File: src/cbe_map.svh
// constants for the conditional branch evaluator
`ifndef CBE_MAP_SVH
`define CBE_MAP_SVH
`define CBE_PC_W       16
`define CBE_K_W        7
`define CBE_FLAG_C     0
`define CBE_FLAG_Z     1
`define CBE_FLAG_N     2
`define CBE_FLAG_V     3
`define CBE_FLAG_S     4
`define CBE_FLAG_H     5
`define CBE_FLAG_T     6
`define CBE_FLAG_I     7
`define CBE_TAKEN_CYC  2
`define CBE_FALL_CYC   1
`endif

File: src/cbe_pkg.sv
// types for the conditional branch evaluator
package cbe_pkg;
  typedef enum logic [3:0] {
    cbe_op_none       = 4'h0,
    cbe_op_lower      = 4'h1,
    cbe_op_minus      = 4'h2,
    cbe_op_plus       = 4'h3,
    cbe_op_signed_ge  = 4'h4,
    cbe_op_signed_lt  = 4'h5,
    cbe_op_hc_set     = 4'h6,
    cbe_op_hc_clear   = 4'h7,
    cbe_op_t_set      = 4'h8,
    cbe_op_same_high  = 4'h9
  } cbe_op_e;
  typedef enum logic [0:0] {
    cbe_st_idle = 1'b0,
    cbe_st_jump = 1'b1
  } cbe_state_e;
endpackage

File: src/cbe_cond.sv
// condition test of one branch opcode against the status flags
`timescale 1ns/1ps
`include "cbe_map.svh"
module cbe_cond
  import cbe_pkg::*;
(
  input  wire cbe_pkg::cbe_op_e op,
  input  wire logic [7:0]       status_flags,
  output logic                  cond_true
);
  import cbe_pkg::*;

  // flag taps
  wire c_f = status_flags[`CBE_FLAG_C];
  wire n_f = status_flags[`CBE_FLAG_N];
  wire v_f = status_flags[`CBE_FLAG_V];
  wire h_f = status_flags[`CBE_FLAG_H];
  wire t_f = status_flags[`CBE_FLAG_T];
  wire s_f = n_f ^ v_f;  // signed test, n xor v
  // select the tested condition
  always_comb
  begin
    case (op)
      cbe_op_lower:     cond_true = c_f;
      cbe_op_minus:     cond_true = n_f;
      cbe_op_plus:      cond_true = ~n_f;
      cbe_op_signed_ge: cond_true = ~s_f;
      cbe_op_signed_lt: cond_true = s_f;
      cbe_op_hc_set:    cond_true = h_f;
      cbe_op_hc_clear:  cond_true = ~h_f;
      cbe_op_t_set:     cond_true = t_f;
      cbe_op_same_high: cond_true = ~c_f;
      default:          cond_true = 1'b0;
    endcase
  end
endmodule // cbe_cond

File: src/cbe_top.sv
// conditional relative branch evaluator of the core
`timescale 1ns/1ps
`include "cbe_map.svh"
//Contract
// - lower branch jumps to pc+k+1 when carry is one
// - minus branch jumps when negative flag is one
// - plus branch jumps when negative flag is zero
// - signed ge branch jumps when n xor v is zero
// - signed lt branch jumps when n xor v is one
// - half carry set branch jumps when h is one
// - half carry clear branch jumps when h is zero
// - transfer set branch jumps when t is one
// - no branch changes any status flag
// - same or higher branch jumps when carry is zero
module cbe_top
  import cbe_pkg::*;
#(
  parameter int PC_W = `CBE_PC_W,
  parameter int K_W  = `CBE_K_W
)
(
  input  wire logic                 clk_sys,
  input  wire logic                 rst_n,
  input  wire logic                 issue,
  input  wire cbe_pkg::cbe_op_e     op,
  input  wire logic [K_W-1:0]       offset_k,
  input  wire logic [PC_W-1:0]      pc_in,
  input  wire logic [7:0]           flags_in,
  output logic                      busy,
  output logic                      done,
  output logic                      taken,
  output logic                      pc_we,
  output logic [PC_W-1:0]           pc_out,
  output logic [7:0]                status_flags
);
  import cbe_pkg::*;

  cbe_state_e       state;
  cbe_state_e       next_state;
  logic             cond_true;
  logic [PC_W-1:0]  target;

  // condition decode
  cbe_cond u_cond
  (
    .op           (op),
    .status_flags (flags_in),
    .cond_true    (cond_true)
  );

  // target and fall-through addresses
  wire [PC_W-1:0] k_ext   = PC_W'(signed'(offset_k));
  wire [PC_W-1:0] pc_jump = pc_in + k_ext + PC_W'(1);
  wire [PC_W-1:0] pc_next = pc_in + PC_W'(1);
  wire            accept  = issue && (state == cbe_st_idle);
  wire            jump    = accept && cond_true;
  // instruction completes now: a fall-through or the second taken cycle
  wire            retire  = (accept && !cond_true) || (state == cbe_st_jump);

  // sequencer: taken branches spend a second cycle
  always_comb
  begin
    case (state)
      cbe_st_idle: next_state = jump ? cbe_st_jump : cbe_st_idle;
      cbe_st_jump: next_state = cbe_st_idle;
      default:     next_state = cbe_st_idle;
    endcase
  end

  // state and held target
  always_ff @(posedge clk_sys or negedge rst_n)
  begin
    if (!rst_n)
    begin
      state  <= cbe_st_idle;
      target <= '0;
    end
    else
    begin
      state <= next_state;
      if (jump)
        target <= pc_jump;
    end
  end

  // registered outputs toward the core
  always_ff @(posedge clk_sys or negedge rst_n)
  begin
    if (!rst_n)
    begin
      busy   <= 1'b0;
      done   <= 1'b0;
      taken  <= 1'b0;
      pc_we  <= 1'b0;
      pc_out <= '0;
    end
    else
    begin
      busy  <= jump;
      done  <= retire;
      taken <= (state == cbe_st_jump);
      pc_we <= retire;
      if (state == cbe_st_jump)
        pc_out <= target;
      else if (accept)
        pc_out <= pc_next;
    end
  end

  // flags pass through unchanged
  always_ff @(posedge clk_sys or negedge rst_n)
  begin
    if (!rst_n)
      status_flags <= 8'h00;
    else
      status_flags <= flags_in;
  end

  // checks
  property p_flags_kept;
    @(posedge clk_sys) disable iff (!rst_n)
    1'b1 |=> status_flags == $past(flags_in);
  endproperty
  a_flags_kept: assert property (p_flags_kept)
    else $error("status flags changed by branch");

  property p_fall_one;
    @(posedge clk_sys) disable iff (!rst_n)
    accept && !cond_true |=>
      done && !taken && pc_out == $past(pc_in) + PC_W'(1);
  endproperty
  a_fall_one: assert property (p_fall_one)
    else $error("fall-through not done in one cycle");

  property p_taken_two;
    @(posedge clk_sys) disable iff (!rst_n)
    jump |=> busy && !done ##1 done && taken && pc_out == $past(target);
  endproperty
  a_taken_two: assert property (p_taken_two)
    else $error("taken branch not done in two cycles");

  property p_target;
    @(posedge clk_sys) disable iff (!rst_n)
    jump |=> target == $past(pc_in) + PC_W'(1) +
      {{(PC_W-K_W){$past(offset_k[K_W-1])}}, $past(offset_k)};
  endproperty
  a_target: assert property (p_target)
    else $error("wrong branch target");

  property p_lower;
    @(posedge clk_sys) disable iff (!rst_n)
    accept && op == cbe_op_lower |-> jump == flags_in[`CBE_FLAG_C];
  endproperty
  a_lower: assert property (p_lower)
    else $error("lower branch decision wrong");

  property p_same_high;
    @(posedge clk_sys) disable iff (!rst_n)
    accept && op == cbe_op_same_high |-> jump != flags_in[`CBE_FLAG_C];
  endproperty
  a_same_high: assert property (p_same_high)
    else $error("same or higher decision wrong");

  property p_signed_lt;
    @(posedge clk_sys) disable iff (!rst_n)
    accept && op == cbe_op_signed_lt |->
      jump == (flags_in[`CBE_FLAG_N] ^ flags_in[`CBE_FLAG_V]);
  endproperty
  a_signed_lt: assert property (p_signed_lt)
    else $error("signed less-than decision wrong");

  property p_hc_clear;
    @(posedge clk_sys) disable iff (!rst_n)
    accept && op == cbe_op_hc_clear |-> jump == !flags_in[`CBE_FLAG_H];
  endproperty
  a_hc_clear: assert property (p_hc_clear)
    else $error("half carry clear decision wrong");

  // decision checks worked out from the flag bits, apart from the decoder
  property p_minus;
    @(posedge clk_sys) disable iff (!rst_n)
    accept && op == cbe_op_minus |-> jump == flags_in[`CBE_FLAG_N];
  endproperty
  a_minus: assert property (p_minus)
    else $error("minus branch decision wrong");

  property p_plus;
    @(posedge clk_sys) disable iff (!rst_n)
    accept && op == cbe_op_plus |-> jump == !flags_in[`CBE_FLAG_N];
  endproperty
  a_plus: assert property (p_plus)
    else $error("plus branch decision wrong");

  property p_signed_ge;
    @(posedge clk_sys) disable iff (!rst_n)
    accept && op == cbe_op_signed_ge |->
      jump == !(flags_in[`CBE_FLAG_N] ^ flags_in[`CBE_FLAG_V]);
  endproperty
  a_signed_ge: assert property (p_signed_ge)
    else $error("signed greater-or-equal decision wrong");

  property p_hc_set;
    @(posedge clk_sys) disable iff (!rst_n)
    accept && op == cbe_op_hc_set |-> jump == flags_in[`CBE_FLAG_H];
  endproperty
  a_hc_set: assert property (p_hc_set)
    else $error("half carry set decision wrong");

  property p_t_set;
    @(posedge clk_sys) disable iff (!rst_n)
    accept && op == cbe_op_t_set |-> jump == flags_in[`CBE_FLAG_T];
  endproperty
  a_t_set: assert property (p_t_set)
    else $error("transfer set decision wrong");

  // codes outside the branch set always fall through
  property p_unknown_op;
    @(posedge clk_sys) disable iff (!rst_n)
    accept && (op == cbe_op_none || op > cbe_op_same_high) |-> !jump;
  endproperty
  a_unknown_op: assert property (p_unknown_op)
    else $error("unknown opcode was taken");

  // the second cycle of a taken branch lasts exactly one clock
  property p_busy_one;
    @(posedge clk_sys) disable iff (!rst_n)
    busy |=> !busy && done && taken;
  endproperty
  a_busy_one: assert property (p_busy_one)
    else $error("taken branch second cycle not single");

  c_taken: cover property (@(posedge clk_sys) disable iff (!rst_n) jump);
  c_fall: cover property (@(posedge clk_sys) disable iff (!rst_n)
    accept && !cond_true);
  c_back: cover property (@(posedge clk_sys) disable iff (!rst_n)
    jump && offset_k[K_W-1]);
  c_refused: cover property (@(posedge clk_sys) disable iff (!rst_n)
    busy && issue);
endmodule // cbe_top

File: config.mk
export PLATFORM = sky130hd
export DESIGN_NAME = cbe_top
export DESIGN_NICKNAME = d
export VERILOG_FILES = /design/src/cbe_pkg.sv /design/src/cbe_cond.sv /design/src/cbe_top.sv
export VERILOG_INCLUDE_DIRS = /design/src
export SDC_FILE = /design/constraint.sdc
export NUM_CORES = 1
export LEC_CHECK = 0
export BUFFER_PORTS_ARGS = -buffer_cell sky130_fd_sc_hd__buf_2
export CAP_MARGIN = 25
export CORE_MARGIN = 8
export CORE_UTILIZATION = 55
export CTS_BUF_LIST = sky130_fd_sc_hd__clkbuf_4
export DETAILED_ROUTE_END_ITERATION = 6
export PLACE_DENSITY = 0.88
export SYNTH_ARGS = -nofsm -noshare
export SYNTH_HDL_FRONTEND = slang
export SYNTH_SLANG_ARGS = --single-unit
export TNS_END_PERCENT = 30
File: constraint.sdc
create_clock -name clk_sys -period 5.3 [get_ports clk_sys]
set_input_delay 0.265 -clock clk_sys [delete_from_list [all_inputs] [get_ports clk_sys]]
set_output_delay 0.265 -clock clk_sys [all_outputs]
set_load 0.005 [all_outputs]
==> tab_implementation.tex, run 1 <==
\begin{tabular}{lr}
\hline
Metric & Value \\
\hline
\multicolumn{2}{l}{\textbf{Logic synthesis}} \\
Netlist area before placement & between 2000 and 3000 sq um \\
Ys Warns & 0 \\
Post-synthesis sequential element count & 44 \\
Commonest register cell after synthesis & sky130\_fd\_sc\_hd\_\_dfrtp\_1 \\
Syn\_nets & 357 \\
Distinct cells, synth & 47 \\
Average footprint of a synthesized cell & $\sim$9.1 sq um \\
Number of enable flip-flop cells after synthesis & 0 \\
Post-Synthesis Cells & 302 \\
Share of flip-flops with an asynchronous set or reset after synthesis & 100\% \\
Sequential fraction of the synthesis area & 40.0\% \\
\multicolumn{2}{l}{\textbf{Timing}} \\
Final setup fails & 0 \\
Setup repair after global routing missed its margin & no \\
Crit share post-route & between 40\% and 50\% \\
Number of hold violations in the final report & 0 \\
Relative max-transition margin & roughly a third \\
Achievable frequency & 389 MHz \\
Least-Margin Pin Slew & 0.985 ns \\
Final max-slew violation count & 0 \\
Total Neg Setup Slack & 0 ns \\
Worst setup skew after layout & approximately 0.013 ns \\
Shortest period the worst path allows & 2.57 ns \\
\multicolumn{2}{l}{\textbf{Hold path}} \\
Worst hold start & flags\_in[6] \\
Worst hold path class & primary input to flip-flop \\
Hold EP & status\_flags[6] \\
Worst Hold Depth & 1 \\
\multicolumn{2}{l}{\textbf{Worst setup path}} \\
Beginning of the worst register-to-register path & state \\
Worst path arrival time & 2.86 ns \\
Endpoint kind of the worst setup timing path & flip-flop \\
Setup crit start kind & flip-flop \\
Worst-path maximum fanout & 36 \\
Start-to-end type of the worst setup path & flip-flop to flip-flop \\
R2r worst-path depth & 6 \\
Required time reported for the critical path endpoint & between 5 and 6 ns \\
Capturing point of the worst reg2reg path & target[14] \\
Reg2reg setup slack & 2.73 ns \\
\multicolumn{2}{l}{\textbf{Route}} \\
Routed len/inst & 16.6 microns \\
DRC violation total after the first TritonRoute iteration & $\sim$270 \\
Pre-antenna DRT Iters & 5 \\
Detail Route Antenna Nets & 0 \\
Post-detailed-route via-to-cell ratio & 5.92 \\
Total wirelength of the detailed-routed design & 7.27 mm \\
Remaining routing DRC violations & 0 \\
Via Count & 2585 \\
\multicolumn{2}{l}{\textbf{Power and ir drop}} \\
Reported leakage power & 1.58 nW \\
Peak supply drop & about 0.13 mV \\
Areal power density over the cells & 279 nW/um\^{}2 \\
\multicolumn{2}{l}{\textbf{Job}} \\
Max\_cap viols & 0 \\
\multicolumn{2}{l}{\textbf{CTS}} \\
Gates resized, CTS repair & 0 \\
Clock tree from TritonCTS & built \\
Num CTS Buffers & 5 \\
Bufs on Longest Clock Path & 2 \\
Clock slew seen by the registers of the worst setup and hold paths & approximately 0.13 ns \\
Number of H-tree branching levels & 2 \\
Worst-Skew Late Latency & 0.36 ns \\
Clk sink count & 44 \\
Clock root buffer master & sky130\_fd\_sc\_hd\_\_clkbuf\_4 \\
\multicolumn{2}{l}{\textbf{Finish}} \\
Most common cell after layout, fill and taps aside & sky130\_fd\_sc\_hd\_\_buf\_2 \\
Area taken by multi-input logic gates & 1560 sq um \\
Final antenna diode count & 0 \\
Layout overhead on the synthesized area & 18.8\% \\
Util after Layout & 68.4\% \\
Top library cells by usage in the layout, fill and taps aside & sky130\_fd\_sc\_hd\_\_buf\_2 (65), sky130\_fd\_sc\_hd\_\_nand2\_1 (51), sky130\_fd\_sc\_hd\_\_dfrtp\_1 (44) \\
Proportion of layout cells with a drive suffix above 1 & 20.8\% \\
Fillers & $\sim$390 \\
Number of nets in the layout & $\sim$420 \\
FF+latch area & around 1100 sq um \\
\multicolumn{2}{l}{\textbf{Die}} \\
Count of pins on the block boundary & 66 \\
Die Y-Extent & 86.8 microns \\
Die X-Extent & 86.8 microns \\
Placement Rows & 25 \\
Initial core utilization & 57.6\% \\
Die area & 7530 sq um \\
Core ar. & roughly 4800 sq um \\
\multicolumn{2}{l}{\textbf{Place}} \\
Port buffer count & 65 \\
GP Congestion & 0.949 \\
Post-DP HPWL & approximately 5.5 mm \\
\multicolumn{2}{l}{\textbf{GRT}} \\
Global-route wire length before repair & 11.5 mm \\
Largest net degree at the start of global routing & 45 \\
Via count of the first global-routing pass & around 2400 \\
Antenna violations before repair & 0 \\
Gr usage total & around a fifth \\
Sum of overflow across all layers after global routing & 0 \\
\multicolumn{2}{l}{\textbf{Run status}} \\
Result of the run & completed \\
\hline
\end{tabular}
worst max-delay path by stage:
stage / startpoint / to / slack [ns] / cells past startpoint
floorplan: pc_in[0] / target[12] / 3.07 / 9
global placement: state / target[14] / 2.54 / 6
detailed placement: state / target[14] / 2.47 / 6
CTS: state / target[14] / 2.45 / 6
global route: state / target[14] / 2.59 / 6
finish: state / target[14] / 2.73 / 6
timing repair:
item,in CTS,in global routing
endpoints found under the hold margin,0,47
setup buffers,0,0
endpoints found under the setup margin,0,0
hold buffers,0,4
critical path: stages (launching register included):
cell and delay, ns:
sky130_fd_sc_hd__dfrtp_1 0.77, sky130_fd_sc_hd__nor2b_1 0.40, sky130_fd_sc_hd__o21ai_0 0.12, sky130_fd_sc_hd__or3_1 0.38, sky130_fd_sc_hd__buf_16 0.19, sky130_fd_sc_hd__or4_1 0.52
sky130_fd_sc_hd__nand3_1 0.10
metal layers:
metal / routed length (microns) / up-vias / track usage (%)
met3: 641 / 12 / 4.35
met1: 3080 / 1205 / 25.0
met5: 0 / - / 0
li1: - / 1237 / -
met4: 131 / 0 / 8.61
met2: 3410 / 131 / 29.2
registers in the layout, summed over array words and instances (netlist names):
name	flops
status_flags	8
state	1
pc_out	16
target	16
pc_we	1
taken	1
busy	1
final cells by class:
cell class	count	share of cell area, %
inverters	11	1.26
well taps	67	2.56
multi-input cells	236	47.5
clock inverters	2	1.07
clock buffers	6	1.38
repair buffers	71	12.6
flip-flops and latches	44	33.6
where the power goes:
group	total, mW	switching [mW]	internal (mW)	leakage (nW)
Clock	0.208	0.104	0.104	0.0456
Combinational	0.254	0.141	0.113	1.00
Sequential	0.450	0.0461	0.404	0.538
logic make-up after synthesis:
kind of cell    share of synthesized area [%]
fa+ha+maj                                7.99
simple gates                             19.0
xor+xnor                                 6.54
buf+inv                                  3.59
flops                                    40.0
mux                                      4.36
compound gates                           18.5
Yosys cell counts, drive strengths merged, types with 3 or more instances:
library cell | instances | area [sq um]
a21o | 7 | 52.6
inv | 11 | 41.3
xor2 | 8 | 70.1
a211oi | 4 | 30.0
nor3 | 4 | 20.0
nand2 | 51 | 191
nand3 | 17 | 85.1
clkbuf | 5 | 18.8
xnor2 | 10 | 87.6
mux2i | 12 | 120
and4 | 4 | 35.0
a21oi | 12 | 60.1
o21ai | 30 | 150
nand4 | 9 | 56.3
a211o | 5 | 43.8
buf | 6 | 38.8
nand2b | 3 | 18.8
dfrtp | 44 | 1100
o21a | 3 | 22.5
ha | 16 | 200
nor2 | 9 | 33.8
o211ai | 4 | 30.0
metrics by stage:
stage	setup WS [ns]	instance area [sq um]	hold WS (ns)	cells	total power, mW
finish	2.73	3270	0.0218	437	0.912
floorplan	3.07	2760	-0.0306	302	0.596
global route	2.59	3270	0.0105	437	0.967
global placement	2.54	3110	0.374	423	0.688
CTS	2.45	3190	0.00268	431	0.904
detailed placement	2.47	3110	0.380	423	0.698
Power figures use the tool's default switching activity.
==> run 2: changes to the inputs <==
--- a/config.mk
+++ b/config.mk
@@ -9,10 +9,10 @@
 export BUFFER_PORTS_ARGS = -buffer_cell sky130_fd_sc_hd__buf_2
 export CAP_MARGIN = 25
 export CORE_MARGIN = 8
-export CORE_UTILIZATION = 55
+export CORE_UTILIZATION = 50
 export CTS_BUF_LIST = sky130_fd_sc_hd__clkbuf_4
 export DETAILED_ROUTE_END_ITERATION = 6
-export PLACE_DENSITY = 0.88
+export PLACE_DENSITY = 0.84
 export SYNTH_ARGS = -nofsm -noshare
 export SYNTH_HDL_FRONTEND = slang
 export SYNTH_SLANG_ARGS = --single-unit
==> constraint.sdc (replaced) <==
create_clock -name clk_sys -period 2.2 [get_ports clk_sys]
set_input_delay 0.11 -clock clk_sys [delete_from_list [all_inputs] [get_ports clk_sys]]
set_output_delay 0.11 -clock clk_sys [all_outputs]
set_load 0.005 [all_outputs]
==> tab_implementation.tex, run 2 (synthesis results as in run 1) <==
\begin{tabular}{lr}
\hline
Metric & Value \\
\hline
\multicolumn{2}{l}{\textbf{Place}} \\
Post-DP HPWL & 5.54 mm \\
Port buffer count & 65 \\
Setup slack at placement & -0.0497 ns \\
GP Congestion & between 0.9 and 1 \\
\multicolumn{2}{l}{\textbf{GRT}} \\
Sum of overflow across all layers after global routing & 0 \\
Global-route wire length before repair & 11.9 mm \\
Antenna violations before repair & 0 \\
Largest net degree at the start of global routing & 45 \\
Gr usage total & 17.3\% \\
Via count of the first global-routing pass & 2596 \\
\multicolumn{2}{l}{\textbf{CTS}} \\
Worst-Skew Late Latency & 0.36 ns \\
Clock slew seen by the registers of the worst setup and hold paths & about 0.14 ns \\
Clk sink count & 44 \\
Number of H-tree branching levels & 2 \\
Bufs on Longest Clock Path & 2 \\
Post-CTS Setup Inserts & 0 \\
Num CTS Buffers & 5 \\
Clock root buffer master & sky130\_fd\_sc\_hd\_\_clkbuf\_4 \\
Clock tree from TritonCTS & built \\
\multicolumn{2}{l}{\textbf{Finish}} \\
Top library cells by usage in the layout, fill and taps aside & sky130\_fd\_sc\_hd\_\_buf\_2 (65), sky130\_fd\_sc\_hd\_\_nand2\_1 (51), sky130\_fd\_sc\_hd\_\_dfrtp\_1 (44) \\
Fillers & 482 \\
Final antenna diode count & 0 \\
Layout overhead on the synthesized area & 22.0\% \\
Largest registers in the final layout & pc\_out x16, target x16, status\_flags x8 \\
Most common cell after layout, fill and taps aside & sky130\_fd\_sc\_hd\_\_buf\_2 \\
Number of nets in the layout & roughly 440 \\
Proportion of layout cells with a drive suffix above 1 & 22.0\% \\
\multicolumn{2}{l}{\textbf{Die}} \\
Count of pins on the block boundary & 66 \\
Initial core utilization & 51.0\% \\
Placement Rows & 27 \\
Die X-Extent & $\sim$90 microns \\
Die Y-Extent & around 90 microns \\
Core ar. & 5410 sq um \\
Die area & 8140 sq um \\
\multicolumn{2}{l}{\textbf{Hold path}} \\
Worst hold path class & primary input to flip-flop \\
Worst Hold Depth & 3 \\
Worst hold start & pc\_in[13] \\
Hold EP & pc\_out[13] \\
\multicolumn{2}{l}{\textbf{Timing}} \\
Final max-slew violation count & 0 \\
Shortest period the worst path allows & just under 2 ns \\
Crit share post-route & 87.3\% \\
Min setup slack post-route & 0.279 ns \\
Worst setup skew after layout & between 0.005 and 0.006 ns \\
Relative max-transition margin & 62.9\% \\
Achievable frequency & $\sim$520 MHz \\
WHS & a little over 0.08 ns \\
Setup repair after global routing missed its margin & no \\
Number of hold violations in the final report & 0 \\
Final setup fails & 0 \\
Least-Margin Pin Slew & 0.551 ns \\
\multicolumn{2}{l}{\textbf{Worst setup path}} \\
Capturing point of the worst reg2reg path & target[9] \\
Required time reported for the critical path endpoint & roughly 2.5 ns \\
Beginning of the worst register-to-register path & state \\
Reg2reg setup slack & 0.35 ns \\
Worst path arrival time & 2.18 ns \\
Worst-path maximum fanout & 22 \\
Setup crit start kind & primary input \\
Endpoint kind of the worst setup timing path & flip-flop \\
R2r worst-path depth & 5 \\
Start-to-end type of the worst setup path & primary input to flip-flop \\
\multicolumn{2}{l}{\textbf{Power and ir drop}} \\
Reported leakage power & 1.62 nW \\
Total chip power & 2.22 mW \\
Peak supply drop & 0.299 mV \\
Areal power density over the cells & 661 nW/um\^{}2 \\
\multicolumn{2}{l}{\textbf{Route}} \\
Pre-antenna DRT Iters & 4 \\
Post-detailed-route via-to-cell ratio & 5.64 \\
Detail Route Antenna Nets & 0 \\
DRC violation total after the first TritonRoute iteration & between 150 and 200 \\
Total wirelength of the detailed-routed design & 7.17 mm \\
Via Count & around 2600 \\
Routed len/inst & 15.8 microns \\
Remaining routing DRC violations & 0 \\
\multicolumn{2}{l}{\textbf{Run status}} \\
Result of the run & completed \\
\multicolumn{2}{l}{\textbf{Job}} \\
Max\_cap viols & 0 \\
\hline
\end{tabular}
## run 2: cell count changes in the layout (fill, tap and decap cells not counted)
cell                            before  now
sky130_fd_sc_hd__or3_4               0    1
sky130_fd_sc_hd__or3_1               2    1
sky130_fd_sc_hd__dlygate4sd3_1       4    9
sky130_fd_sc_hd__buf_4               0    7
sky130_fd_sc_hd__buf_16              1    0
sky130_fd_sc_hd__clkinvlp_4          0    1
sky130_fd_sc_hd__clkbuf_4            6    5
## run 2: worst max path at each step
stage / cells past startpoint / endpoint / startpoint
floorplan: 9 / target[12] / pc_in[0]
global placement: 11 / target[12] / pc_in[0]
detailed placement: 11 / target[12] / pc_in[0]
CTS: 8 / target[11] / flags_in[3]
global route: 8 / target[10] / flags_in[3]
finish: 8 / target[11] / flags_in[3]
## run 2: layout make-up
cell class / instances / area [sq um] / share of cell area, %
Multi-Input combinational cell: 236 / 1560 / 46.4
Sequential cell: 44 / 1100 / 32.8
Timing Repair Buffer: 82 / 488 / 14.5
Tap cell: 72 / 90.1 / 2.68
Clock inverter: 3 / 42.5 / 1.27
Inverter: 11 / 41.3 / 1.23
Clock buffer: 5 / 37.5 / 1.12
## run 2: per-layer routing
metal / global-route usage (%) / wire [microns] / vias to the layer above
met5: 0 / 0 / -
met4: 6.10 / 118 / 0
met3: 3.57 / 495 / 11
met2: 30.1 / 3520 / 80
met1: 20.4 / 3040 / 1207
li1: - / - / 1255
## run 2: metrics by stage
step                utilization (%)  std cells  instance area, sq um  setup TNS, ns
finish                         62.2        453                  3360              0
global route                   62.2        453                  3360              0
CTS                            61.7        452                  3340              0
detailed placement             58.6        435                  3170        -0.0497
global placement               58.6        435                  3170              0
floorplan                         -        302                  2760              0
## run 2: power breakdown
group,internal (mW),switching (mW)
registers,0.974,0.105
clock network,0.237,0.278
logic,0.283,0.343
## run 2: what timing repair did
action                                  CTS  global route
endpoints found under the setup margin    0             6
resized for setup                         0             1
hold buffers                              9             0
hold endpoints to repair                 52             0
## run 2: worst max-delay path: stages
cell	delay [ns]
sky130_fd_sc_hd__dlygate4sd3_1	0.53
sky130_fd_sc_hd__buf_2	0.13
sky130_fd_sc_hd__xnor3_1	0.32
sky130_fd_sc_hd__a221oi_1	0.36
sky130_fd_sc_hd__or3_4	0.26
sky130_fd_sc_hd__buf_4	0.26
sky130_fd_sc_hd__a211o_1	0.14
sky130_fd_sc_hd__nand3_1	0.06
==> run 3: changes to the inputs <==
--- a/config.mk
+++ b/config.mk
@@ -6,13 +6,13 @@
 export SDC_FILE = /design/constraint.sdc
 export NUM_CORES = 1
 export LEC_CHECK = 0
-export BUFFER_PORTS_ARGS = -buffer_cell sky130_fd_sc_hd__buf_2
 export CAP_MARGIN = 25
 export CORE_MARGIN = 8
-export CORE_UTILIZATION = 50
+export CORE_UTILIZATION = 55
 export CTS_BUF_LIST = sky130_fd_sc_hd__clkbuf_4
 export DETAILED_ROUTE_END_ITERATION = 6
-export PLACE_DENSITY = 0.84
+export DONT_BUFFER_PORTS = 1
+export PLACE_DENSITY = 0.71
 export SYNTH_ARGS = -nofsm -noshare
 export SYNTH_HDL_FRONTEND = slang
 export SYNTH_SLANG_ARGS = --single-unit
==> tab_implementation.tex, run 3 (synthesis results as in run 1) <==
\begin{tabular}{lr}
\hline
Metric & Value \\
\hline
\multicolumn{2}{l}{\textbf{CTS}} \\
Worst-Skew Late Latency & 0.35 ns \\
Post-CTS Setup Inserts & 0 \\
Bufs on Longest Clock Path & 2 \\
Clock tree from TritonCTS & built \\
Clk sink count & 44 \\
Clock root buffer master & sky130\_fd\_sc\_hd\_\_clkbuf\_4 \\
Number of H-tree branching levels & 2 \\
Num CTS Buffers & 5 \\
Clock slew seen by the registers of the worst setup and hold paths & 0.13 ns \\
\multicolumn{2}{l}{\textbf{GRT}} \\
Antenna violations before repair & 0 \\
Global-route wire length before repair & 10.8 mm \\
Via count of the first global-routing pass & around 2100 \\
Gr usage total & between 15 and 20\% \\
Largest net degree at the start of global routing & 45 \\
Sum of overflow across all layers after global routing & 0 \\
\multicolumn{2}{l}{\textbf{Finish}} \\
Final antenna diode count & 0 \\
Proportion of layout cells with a drive suffix above 1 & 5.28\% \\
Layout overhead on the synthesized area & 12.3\% \\
Largest registers in the final layout & pc\_out x16, target x16, status\_flags x8 \\
Fillers & 404 \\
Number of nets in the layout & 376 \\
Util after Layout & between 60\% and 70\% \\
Area taken by multi-input logic gates & 1560 sq um \\
Top library cells by usage in the layout, fill and taps aside & sky130\_fd\_sc\_hd\_\_nand2\_1 (51), sky130\_fd\_sc\_hd\_\_dfrtp\_1 (44), sky130\_fd\_sc\_hd\_\_o21ai\_0 (22) \\
Most common cell after layout, fill and taps aside & sky130\_fd\_sc\_hd\_\_nand2\_1 \\
FF+latch area & about 1100 sq um \\
\multicolumn{2}{l}{\textbf{Worst setup path}} \\
Reg2reg setup slack & 0.37 ns \\
Buf+Inv Stages, Crit Path & 0 \\
Capturing point of the worst reg2reg path & target[9] \\
Start-to-end type of the worst setup path & flip-flop to flip-flop \\
Beginning of the worst register-to-register path & state \\
Required time reported for the critical path endpoint & 2.49 ns \\
Crit-path leading delay family & simple AND/OR/NAND/NOR gates \\
Setup crit start kind & flip-flop \\
Cells along the critical path & nor2b\_1 -> o21ai\_0 -> or3\_1 -> or4\_1 -> nand3\_1 \\
Worst path arrival time & 2.12 ns \\
Peak per-stage delay on the critical path & 0.57 ns \\
R2r worst-path depth & 5 \\
Worst-path maximum fanout & 10 \\
Endpoint kind of the worst setup timing path & flip-flop \\
Crit-path slowest cell & sky130\_fd\_sc\_hd\_\_or4\_1 \\
\multicolumn{2}{l}{\textbf{Timing}} \\
Least-Margin Pin Slew & 0.841 ns \\
Final max-slew violation count & 0 \\
Total Neg Setup Slack & 0 ns \\
Min setup slack post-route & 0.370 ns \\
Crit share post-route & 83.2\% \\
Relative max-transition margin & 43.8\% \\
WHS & 0.0240 ns \\
Shortest period the worst path allows & 1.83 ns \\
Worst setup skew after layout & about 0.0057 ns \\
Achievable frequency & 547 MHz \\
Final setup fails & 0 \\
Setup repair after global routing missed its margin & no \\
Number of hold violations in the final report & 0 \\
\multicolumn{2}{l}{\textbf{Route}} \\
DRC violation total after the first TritonRoute iteration & 172 \\
Remaining routing DRC violations & 0 \\
Pre-antenna DRT Iters & 4 \\
Total wirelength of the detailed-routed design & 6.86 mm \\
Routed len/inst & 17.6 microns \\
Detail Route Antenna Nets & 0 \\
Post-detailed-route via-to-cell ratio & 5.84 \\
Via Count & 2273 \\
\multicolumn{2}{l}{\textbf{Die}} \\
Die area & about 7500 sq um \\
Count of pins on the block boundary & 66 \\
Initial core utilization & 57.6\% \\
Placement Rows & 25 \\
Die X-Extent & 86.8 microns \\
Die Y-Extent & roughly 87 microns \\
Core ar. & 4790 sq um \\
\multicolumn{2}{l}{\textbf{Place}} \\
Post-DP HPWL & 5.12 mm \\
Setup slack at placement & 0.116 ns \\
GP Congestion & 0.848 \\
Port buffer count & 0 \\
\multicolumn{2}{l}{\textbf{Power and ir drop}} \\
Areal power density over the cells & 681 nW/um\^{}2 \\
Reported leakage power & about 1.4 nW \\
Peak supply drop & 0.297 mV \\
Total chip power & approximately 2.1 mW \\
\multicolumn{2}{l}{\textbf{Run status}} \\
Result of the run & completed \\
\multicolumn{2}{l}{\textbf{Hold path}} \\
Worst hold start & pc\_in[6] \\
Hold EP & pc\_out[6] \\
Worst Hold Depth & 3 \\
Worst hold path class & primary input to flip-flop \\
\multicolumn{2}{l}{\textbf{Job}} \\
Max\_cap viols & 0 \\
\hline
\end{tabular}
[run 3: metrics by stage]
stage,cells,instance area (sq um)
2_1_floorplan,302,2760
3_5_place_dp,364,2830
5_1_grt,389,3090
3_3_place_gp,364,2830
6_report,389,3090
4_1_cts,387,3070
[run 3: how the worst max path moves through the flow]
stage,startpoint,slack (ns),end,cells past startpoint
after detailed placement,pc_in[0],0.12,target[12],10
after CTS,state,0.37,target[9],5
after global routing,state,0.28,target[9],5
after global placement,pc_in[0],0.14,target[12],10
final,state,0.37,target[9],5
after floorplan,pc_in[0],0.13,target[12],9
[run 3: tightest hold or removal path, delay by kind of cell]
family	cells	cell delay, ns
compound gates	1	0.08
xor+xnor	1	0.04
mux	1	0.12
[run 3: area by class of cell]
type,instances,area share [%]
multi-input combinational,236,50.3
timing repair buffer,23,7.52
inverter,11,1.33
clock inverter,2,1.13
clock buffer,6,1.46
sequential,44,35.6
tap,67,2.71
[run 3: power breakdown]
part | total (mW) | internal [mW] | switching, mW
Clock | 0.513 | 0.251 | 0.262
Sequential | 1.10 | 0.975 | 0.122
Combinational | 0.498 | 0.228 | 0.270
[run 3: per-layer routing]
metal	GRT usage (%)	vias up	part of all wire [%]
li1	-	1144	-
met2	27.6	73	44
met1	25.0	1052	47
met4	5.79	0	0.99
met3	5.48	4	7.8
met5	0	-	0
[run 3: timing repair]
action / 4_1_cts / 5_1_grt
resized for setup: 0 / 0
hold endpoints to repair: 67 / 2
hold buffers: 15 / 2
